[src/rtl/tif_pkg.sv]
package tif_pkg;

  // Register byte offsets
  localparam logic [3:0] CTRL_OFS       = 4'h0;
  localparam logic [3:0] STAT_OFS       = 4'h4;
  localparam logic [3:0] DATA_OFS       = 4'h8;

  // Control register fields
  localparam int         CTRL_EN_BIT    = 0;
  localparam int         CTRL_I2C_BIT   = 1;
  localparam int         CTRL_TX_BIT    = 2;
  localparam logic [7:0] CTRL_RST       = 8'h02;

  // Status register fields
  localparam int         STAT_FLAG_BIT  = 0;
  localparam int         STAT_TBE_BIT   = 1;
  localparam int         STAT_RBF_BIT   = 2;
  localparam int         STAT_BUSY_BIT  = 3;
  localparam int         STAT_ARM_BIT   = 4;
  localparam int         STAT_PEND_BIT  = 5;

  // Serial clock edges in one clocked-synchronous byte
  localparam logic [3:0] BYTE_EDGES     = 4'h8;
  localparam logic [3:0] CNT_STEP       = 4'h1;
  localparam logic [3:0] CNT_RST        = 4'h0;

endpackage

[src/rtl/tif_flag.sv]
// The address map and the plain strobed port were chosen for this implementation.
`timescale 1ns/1ps
module tif_flag #(
  parameter int DATA_W = 8
) (
  // Clock and reset
  input  wire logic              ref_clk,
  input  wire logic              rst_n,
  // Register port
  input  wire logic [3:0]        addr,
  input  wire logic [DATA_W-1:0] wr_data,
  input  wire logic              wr_en,
  input  wire logic              rd_en,
  output logic      [DATA_W-1:0] rd_data,
  // Serial bus pins
  input  wire logic              scl_in,
  input  wire logic              sda_in,
  // Shift engine side
  input  wire logic              shifter_free,
  input  wire logic              rx_byte_valid,
  input  wire logic [7:0]        rx_byte,
  output logic                   shift_load,
  output logic      [7:0]        shift_tx_byte,
  // Status outputs
  output logic                   irq,
  output logic                   bus_busy
);

  typedef struct packed {
    logic [DATA_W-1:0] ctrl;
    logic              flag;
    logic              armed;
    logic              tbe;
    logic              rbf;
    logic              busy;
    logic              thr_valid;
    logic [7:0]        thr;
    logic [7:0]        rhr;
    logic              rx_pend;
    logic [7:0]        rx_pend_byte;
    logic [3:0]        edge_cnt;
    logic              shift_load;
    logic [7:0]        shift_byte;
    logic [DATA_W-1:0] rd_data;
  } tif_flag_s;

  tif_flag_s r;
  tif_flag_s next_r;

  logic scl_level;
  logic scl_rise;
  logic sda_fall;
  logic sda_rise;

  // Pin synchronisers
  // Only the second stage of each chain reads the first
  tif_sync u_scl_sync (
    .ref_clk (ref_clk),
    .rst_n   (rst_n),
    .pin     (scl_in),
    .level   (scl_level),
    .rise    (scl_rise),
    .fall    ()
  );

  tif_sync u_sda_sync (
    .ref_clk (ref_clk),
    .rst_n   (rst_n),
    .pin     (sda_in),
    .level   (),
    .rise    (sda_rise),
    .fall    (sda_fall)
  );

  // Decoded control bits
  logic enabled;
  logic i2c_fmt;
  logic tx_mode;
  logic tx_on;
  logic rx_on;

  assign enabled = r.ctrl[tif_pkg::CTRL_EN_BIT];
  assign i2c_fmt = r.ctrl[tif_pkg::CTRL_I2C_BIT];
  assign tx_mode = r.ctrl[tif_pkg::CTRL_TX_BIT];
  assign tx_on   = enabled & tx_mode;
  assign rx_on   = enabled & ~tx_mode;

  // Bus conditions: data edge while the clock is high
  logic start_det;
  logic stop_det;

  assign start_det = enabled & i2c_fmt & sda_fall & scl_level;
  assign stop_det  = enabled & i2c_fmt & sda_rise & scl_level;

  // Last serial clock rise of a byte in synchronous format
  logic last_edge;

  assign last_edge = (r.edge_cnt == tif_pkg::BYTE_EDGES - tif_pkg::CNT_STEP);

  // Register access decode
  logic wr_ctrl;
  logic wr_stat;
  logic wr_data_reg;
  logic rd_stat;
  logic rd_data_reg;

  assign wr_ctrl     = wr_en & (addr == tif_pkg::CTRL_OFS);
  assign wr_stat     = wr_en & (addr == tif_pkg::STAT_OFS);
  assign wr_data_reg = wr_en & (addr == tif_pkg::DATA_OFS);
  assign rd_stat     = rd_en & (addr == tif_pkg::STAT_OFS);
  assign rd_data_reg = rd_en & (addr == tif_pkg::DATA_OFS);

  // Clearing write: a 0 in the flag bit after an arming read
  logic clear_req;

  assign clear_req = wr_stat & r.armed & ~wr_data[tif_pkg::STAT_FLAG_BIT];

  // Status word as software sees it
  // Only the flag bit takes write data; a status write also clears the arm bit unless a same-cycle read of the flag as 1 arms it
  logic [DATA_W-1:0] stat_word;

  always_comb begin
    stat_word                          = '0;
    stat_word[tif_pkg::STAT_FLAG_BIT]  = r.flag;
    stat_word[tif_pkg::STAT_TBE_BIT]   = r.tbe;
    stat_word[tif_pkg::STAT_RBF_BIT]   = r.rbf;
    stat_word[tif_pkg::STAT_BUSY_BIT]  = r.busy;
    stat_word[tif_pkg::STAT_ARM_BIT]   = r.armed;
    stat_word[tif_pkg::STAT_PEND_BIT]  = r.rx_pend;
  end

  // Set events for the buffer flags and the transfer flag
  logic tbe_set;
  logic rbf_set;
  logic end_set;
  logic tx_move;
  logic any_set;

  // Next-state logic
  always_comb begin
    next_r            = r;
    next_r.rd_data    = '0;
    next_r.shift_load = 1'b0;
    tbe_set           = 1'b0;
    rbf_set           = 1'b0;
    end_set           = 1'b0;
    tx_move           = 1'b0;
    any_set           = 1'b0;

    // Control register write
    if (wr_ctrl) begin
      next_r.ctrl = wr_data;
    end

    // Bus busy tracking in bus format
    if (start_det) begin
      next_r.busy = 1'b1;
    end else if (stop_det || !enabled) begin
      next_r.busy = 1'b0;
    end

    // A start in receive mode only marks the bus busy
    // Start in transmit mode sets the buffer-empty flag; the holding register keeps its byte
    if (start_det && tx_mode) begin
      tbe_set = 1'b1;
    end

    // Holding register moves into the idle shift register
    // The pending load pulse holds back a byte written during the move for one cycle
    if (tx_on && shifter_free && r.thr_valid && !r.shift_load) begin
      tx_move           = 1'b1;
      next_r.shift_load = 1'b1;
      next_r.shift_byte = r.thr;
      next_r.thr_valid  = 1'b0;
      tbe_set           = 1'b1;
    end

    // Software data write fills the holding register
    if (wr_data_reg) begin
      next_r.thr       = wr_data[7:0];
      next_r.thr_valid = 1'b1;
    end

    // Buffer-empty: a data write in the same cycle refills it
    if (wr_data_reg) begin
      next_r.tbe = 1'b0;
    end else if (tbe_set) begin
      next_r.tbe = 1'b1;
    end else if (stop_det) begin
      next_r.tbe = 1'b0;
    end

    // Received byte: straight to holding, or parked until a read
    // A byte arriving while full is parked; a later one overwrites it
    if (rx_on && rx_byte_valid) begin
      if (!r.rbf || rd_data_reg) begin
        next_r.rhr = rx_byte;
        rbf_set    = 1'b1;
      end else begin
        next_r.rx_pend      = 1'b1;
        next_r.rx_pend_byte = rx_byte;
      end
    end else if (rd_data_reg && r.rx_pend) begin
      next_r.rhr     = r.rx_pend_byte;
      next_r.rx_pend = 1'b0;
      rbf_set        = 1'b1;
    end

    // Buffer-full: a refill wins over the clear by a data read
    if (rbf_set) begin
      next_r.rbf = 1'b1;
    end else if (rd_data_reg) begin
      next_r.rbf = 1'b0;
    end

    // Byte end counting on the serial clock in synchronous format
    // Counter restarts whenever the block is off or in bus format
    if (!enabled || i2c_fmt) begin
      next_r.edge_cnt = tif_pkg::CNT_RST;
    end else if (scl_rise) begin
      if (last_edge) begin
        next_r.edge_cnt = tif_pkg::CNT_RST;
        end_set         = 1'b1;
      end else begin
        next_r.edge_cnt = r.edge_cnt + tif_pkg::CNT_STEP;
      end
    end

    // Read of the flag as 1 arms the clear and wins over a status write, which otherwise disarms
    if (rd_stat && r.flag) begin
      next_r.armed = 1'b1;
    end else if (wr_stat) begin
      next_r.armed = 1'b0;
    end

    // Transfer flag: set wins, written 1 ignored, clear needs arming
    any_set = tbe_set | rbf_set | end_set;
    if (any_set) begin
      next_r.flag = 1'b1;
    end else if (clear_req) begin
      next_r.flag = 1'b0;
    end

    // Read data, valid in the cycle after the strobe
    if (rd_en) begin
      case (addr)
        tif_pkg::CTRL_OFS: begin
          next_r.rd_data = r.ctrl;
        end
        tif_pkg::STAT_OFS: begin
          next_r.rd_data = stat_word;
        end
        tif_pkg::DATA_OFS: begin
          next_r.rd_data = DATA_W'(r.rhr);
        end
        default: begin
          next_r.rd_data = '0;
        end
      endcase
    end
  end

  // State register
  always_ff @(posedge ref_clk or negedge rst_n) begin
    if (!rst_n) begin
      r.ctrl         <= DATA_W'(tif_pkg::CTRL_RST);
      r.flag         <= 1'b0;
      r.armed        <= 1'b0;
      r.tbe          <= 1'b0;
      r.rbf          <= 1'b0;
      r.busy         <= 1'b0;
      r.thr_valid    <= 1'b0;
      r.thr          <= 8'h00;
      r.rhr          <= 8'h00;
      r.rx_pend      <= 1'b0;
      r.rx_pend_byte <= 8'h00;
      r.edge_cnt     <= tif_pkg::CNT_RST;
      r.shift_load   <= 1'b0;
      r.shift_byte   <= 8'h00;
      r.rd_data      <= '0;
    end else begin
      r <= next_r;
    end
  end

  // Outputs straight from state
  assign rd_data       = r.rd_data;
  assign shift_load    = r.shift_load;
  assign shift_tx_byte = r.shift_byte;
  // Interrupt request is the flag itself, held until cleared
  assign irq           = r.flag;
  assign bus_busy      = r.busy;

endmodule

[src/rtl/tif_sync.sv]
`timescale 1ns/1ps
module tif_sync (
  // Clock and reset
  input  wire logic ref_clk,
  input  wire logic rst_n,
  // Raw pin level
  input  wire logic pin,
  // Filtered level and its edges
  output logic      level,
  output logic      rise,
  output logic      fall
);

  typedef struct packed {
    logic s1;
    logic s2;
    logic s3;
    logic level;
    logic rise;
    logic fall;
  } tif_sync_s;

  tif_sync_s r;
  tif_sync_s next_r;

  // Three-stage chain; a change counts once stages two and three agree
  always_comb begin
    next_r      = r;
    next_r.s1   = pin;
    next_r.s2   = r.s1;
    next_r.s3   = r.s2;
    next_r.rise = 1'b0;
    next_r.fall = 1'b0;
    if (r.s2 == r.s3 && r.s3 != r.level) begin
      next_r.level = r.s3;
      next_r.rise  = r.s3;
      next_r.fall  = ~r.s3;
    end
  end

  // State register; pins idle high
  always_ff @(posedge ref_clk or negedge rst_n) begin
    if (!rst_n) begin
      r <= '{s1: 1'b1, s2: 1'b1, s3: 1'b1, level: 1'b1, rise: 1'b0, fall: 1'b0};
    end else begin
      r <= next_r;
    end
  end

  assign level = r.level;
  assign rise  = r.rise;
  assign fall  = r.fall;

endmodule

[config.mk]
export PLATFORM = sky130hd
export DESIGN_NAME = tif_flag
export DESIGN_NICKNAME = d
export VERILOG_FILES = /design/src/rtl/tif_pkg.sv /design/src/rtl/tif_flag.sv /design/src/rtl/tif_sync.sv
export SDC_FILE = /design/constraint.sdc
export NUM_CORES = 1
export LEC_CHECK = 0
export BUFFER_PORTS_ARGS = -buffer_cell sky130_fd_sc_hd__buf_4
export CAP_MARGIN = 5
export CELL_PAD_IN_SITES_DETAIL_PLACEMENT = 1
export CELL_PAD_IN_SITES_GLOBAL_PLACEMENT = 2
export CORE_MARGIN = 10
export CORE_UTILIZATION = 38
export DETAILED_ROUTE_END_ITERATION = 6
export GPL_TIMING_DRIVEN = 0
export PLACE_DENSITY = 0.86
export SKIP_LAST_GASP = 1
export SYNTH_ARGS = -nofsm -noshare
export SYNTH_HDL_FRONTEND = slang
export SYNTH_SLANG_ARGS = --single-unit
[constraint.sdc]
create_clock -name ref_clk -period 2.05 [get_ports ref_clk]
set_input_delay 0.205 -clock ref_clk [delete_from_list [all_inputs] [get_ports ref_clk]]
set_output_delay 0.205 -clock ref_clk [all_outputs]
set_load 0.1 [all_outputs]
# ---- After elaboration in Yosys (flattened, before gate mapping)
# Cells that the tools add are included.
dict set report word_totals {
  reg_bits 71
  in_bits 28
  output_inout_bits 19
  word_cells 117
}
dict set report classes {
  n_addsub 1
  n_eq_ne 9
  mux 33
  bitwise 21
  n_reduce_logical 27
}
# cell count
set op_table {}
lappend op_table {{two-way mux 9 bit} 5}
lappend op_table {{one-hot mux 8 bit (3 select lines)} 1}
lappend op_table {{two-way mux 1 bit} 20}
lappend op_table {{two-way mux 8 bit} 2}
lappend op_table {{AND 1 bit} 14}
lappend op_table {{nonzero test 2 bit} 7}
lappend op_table {{two-way mux 4 bit} 3}
lappend op_table {{logical AND 1 bit} 9}
lappend op_table {{equality test 4 x 3 -> 1 bit, second input constant} 2}
lappend op_table {{AND reduction 2 bit} 3}
lappend op_table {{inverter 1 bit} 5}
lappend op_table {{adder 4 x 1 -> 4 bit, second input constant} 1}
lappend op_table {{equality test 4 bit, second input constant} 1}
lappend op_table {{logical NOT 4 bit} 1}
lappend op_table {{two-way mux 2 bit} 2}
lappend op_table {{logical NOT 1 bit} 3}
lappend op_table {{logical OR 1 bit} 3}
lappend op_table {{nonzero test 3 bit} 1}
lappend op_table {{equality test 1 bit} 2}
lappend op_table {{inequality test 1 bit} 2}
lappend op_table {{inequality test 2 x 1 -> 1 bit, second input constant} 1}
lappend op_table {{inequality test 2 bit, second input constant} 1}
lappend op_table {{OR 1 bit} 2}

# ---- Longest topological paths before layout
dict set report logic_depth {
  ltp_word 9
  ltp_mapped 7
  mapped_depth_nobuf 4
}

# ---- By module
# From an unflattened synthesis, not the netlist that was laid out.
dict set report hier_totals {
  cells_unflattened 233
  area_unflattened_um2 3080.5
}
# module instances cells_per_inst area_per_inst_um2 seq_area_each_um2
set by_module_without_submodules {}
lappend by_module_without_submodules {tif_flag 1 215 2712.6 1502.7}
lappend by_module_without_submodules {tif_sync 2 9 183.9 155.1}

# ---- Worst setup path after synthesis
# OpenSTA, ideal clock, no wires.
dict set report synth_path {
  path_kind {register to register}
  from {reg shift_load (netlist name)}
  to {reg r, in the netlist shift_tx_byte[1]}
  arrival_ns 1.813
  required_ns 1.925
  slack_ns 0.113
  path_stages_with_launch 4
  path_buffers 1
  period_less_slack_ns 1.937
  cell_sequence {dfrtp_1 or3_1 clkbuf_1 mux2_2}
}
dict set report synth_via {
  elab_chain_len 2
}
# item line_no
set synth_lines {}
lappend synth_lines {{logical NOT 1 bit} tif_flag.sv:170} ;# if (tx_on && shifter_free && r.thr_valid && !r.shift_load) begin
lappend synth_lines {{logical AND 1 bit} tif_flag.sv:170}
lappend synth_lines {{to (signal assigned)} tif_flag.sv:282} ;# r <= next_r;
lappend synth_lines {{to (decl)} tif_flag.sv:47} ;# tif_flag_s r;
# No other way between the ends.
# A chain may end at the register's enable or synchronous reset.

# ---- Final worst setup path
dict set report layout_path {
  from {reg r, in the netlist enabled}
  to {reg r, in the netlist shift_tx_byte[7]}
}
dict set report layout_via {
  elab_chain_len 4
}
# item line_no
set layout_lines {}
lappend layout_lines {{AND 1 bit} tif_flag.sv:85} ;# assign tx_on = enabled & tx_mode;
lappend layout_lines {{logical AND 1 bit (3 in a row)} tif_flag.sv:170}
# No other way between the ends.

==> impl_metrics.toml <==
[clock_network]
cts.path.max_buffers = 2
path_clk_slew_ns = 0.08
htreeDepth = 3
cts_tree = "done"
ctsRootBufferMaster = "clkbuf_8"
clock_latency_ns = 0.35
ctsHoldBuffers = 2
cts_resized = 0
tritoncts.num_buffers = 9
postCtsSetupBuffers = 0
clkSinkCount = 71

[setup_path]
required_ns = 2.28
r2r_start = "enabled"
worstReg2RegEnd = "shift_tx_byte[7]"
r2r_cells = 4
critPathMaxFanout = 10
criticalPathCategory = "flop to flop"
cp-end-kind = "flop"
start_kind = "flop"
worstPathCellList = "nand2_1 -> or3_1 -> clkbuf_1 -> mux2_2"
r2r_slack_ns = 0.33
cp.arrival_ns = 1.95
crit_slowest_cell = "dfrtp_1"
critPathMaxStageDelay_ns = 0.45

[run_status]
violations = "negative hold slack"
status = "complete, but fails checks"

[pwr]
p_leak_uw = 0.00179
p_per_area_nw_per_um2 = 1270
power_uw = 4780
peakVddDrop_v = 0.000614

[hold_path]
hold_path.class = "input pin to asynchronous set/reset pin"

[timing]
tightest_slew_ns = 0.895
finalMaxSlewViolations = 0
rsz0062_at_grt = "false"
relSlewSlack_pct = 40.3
timing.hold.ws_ns = -0.0208
period_share_pct = 83.9
skew_ns = 0.0123
fin_crit_ns = 1.72
fmax_mhz = 581
finalSetupTns_ns = 0
setup_viol = 0
final_hold_viol_count = 32

[synthesis]
yosysSeqAreaShare_pct = 58.3
yosys_register_bits = 71
syn-cell-area_sq_um = 3070
dominantRegCellSynth = "dfrtp_1"
postSynthAreaPerCell_sq_um = 12.5
ys_async_sr_fraction_pct = 100
ys_types = 37
synth_fp_nets = 274
synth_edf_count = 0
syn_inst = 245
yosys_warnings = 0

[place]
dp_hpwl_um = 4910
portBuffers = 45
place_area_sq_um = 3530
dp.cells = 392
routabilityCongestion = 0.746

[detailed_routing]
drt_iter0_markers = 96
wl_per_cell_um = 17.0
ant_nets = 0
totalWireLength_um = 6960
drcViolationCount = 0
vias_per_cell = 4.87
drtPass1Iterations = 4
num_vias = 1997

[final_layout]
area_delta_synth_final_pct = 23.0
multiInputGateArea_sq_um = 1090
fin_nets = 332
final.fill_count = 844
final_cell_mix = "62 x buf_4, 62 x dfrtp_1, 23 x mux2_2"
finalNonFillerCells = 410
register_area_sq_um = 1790
final_cell_area_sq_um = 3780
layout-drive-gt1-share_pct = 40.9
largest_register_ffs = 39
antenna_cells = 0

[die]
die_w_um = 110
die_h_um = 110
design.core.area_sq_um = 7810
core.rowCount = 32
dieArea_sq_um = 12100
ios = 47
start_util_pct = 39.3

[flow_run]
max_cap_viol_count = 0

[global_routing]
overflow = 0
grtUsageTotal_pct = 12.3
grt_pass1_vias = 2224
antenna_found_initial = 0
grt_max_degree = 72
grt_pass1_wl_um = 11600
## critical path, delay by kind of cell (launching register included)
family                 cells  cell delay (ns)
flip-flops                 1             0.45
buffers and inverters      1             0.30
multiplexers               1             0.35
AND/OR/NAND/NOR            2             0.51
## kinds of logic (layout without fill, tap and decap cells)
| logic type | after synthesis | count (layout) | share of synthesized area (%) |
|---|---|---|---|
| AND/OR/NAND/NOR | 60 | 60 | 9.54 |
| flip-flops | 71 | 71 | 58.3 |
| buffers and inverters | 28 | 91 | 6.28 |
| XOR/XNOR | 1 | 1 | 0.285 |
| AO/OA/AOI/OAI | 35 | 35 | 7.01 |
| adder cells (fa/ha/maj) | 2 | 2 | 0.734 |
| multiplexers | 48 | 48 | 17.9 |
## synthesized netlist by cell type (2+ instances only)
library cell  count  share of area, %
nand2b_1          4              0.82
dfstp_2           9               7.7
clkbuf_1          3              0.37
inv_1             3              0.37
a21oi_1          16               2.6
nand3b_1          2              0.49
buf_6             3               1.1
or3_1             2              0.41
nor2b_1           2              0.41
mux2_2           23               8.4
o21ai_0           4              0.65
mux2i_1          17               5.5
nand2_1          17               2.1
a31oi_1           8               1.6
nand4_1           3              0.61
mux2_4            8               3.9
buf_4            17               4.2
dfrtp_1          62                51
nor2_1           19               2.3
nand3_1           6              0.98
## report_power, final
part / switching [uW] / internal (uW) / total (uW)
logic: 988 / 580 / 1570
registers: 212 / 1750 / 1960
clock network: 558 / 694 / 1250
## stage by stage
step,setup WS [ns],utilization (%)
floorplan,0.113,-
global placement,0.165,45.3
detailed placement,0.149,45.3
CTS,0.313,48.4
global route,0.147,48.4
finish,0.329,48.4
## layer usage
layer	share of wire, %	GRT usage, %	vias up
met5	0	0	-
met4	1.2	5.58	0
met3	5.1	2.93	6
met2	49	19.3	37
met1	44	15.7	1006
li1	-	-	948
## area by class of cell
class / instances / area share (%)
clock inverters: 6 / 2.49
plain buffers: 25 / 4.80
multi-input cells: 146 / 28.8
flip-flops and latches: 71 / 47.3
well taps: 102 / 3.38
clock buffers: 10 / 3.38
repair buffers: 47 / 9.48
inverters: 3 / 0.298
## worst max-delay path by stage
stage                           from                to  slack (ns)  cells after the start
after floorplan           shift_load  shift_tx_byte[1]        0.11                      3
after global placement       addr[1]             r[27]        0.17                      6
after detailed placement     addr[1]             r[23]        0.15                      6
after CTS                    enabled  shift_tx_byte[7]        0.31                      4
after global routing         enabled             r[49]        0.15                      5
final                        enabled  shift_tx_byte[7]        0.33                      4
No activity file was read; power rests on OpenSTA's default activity.
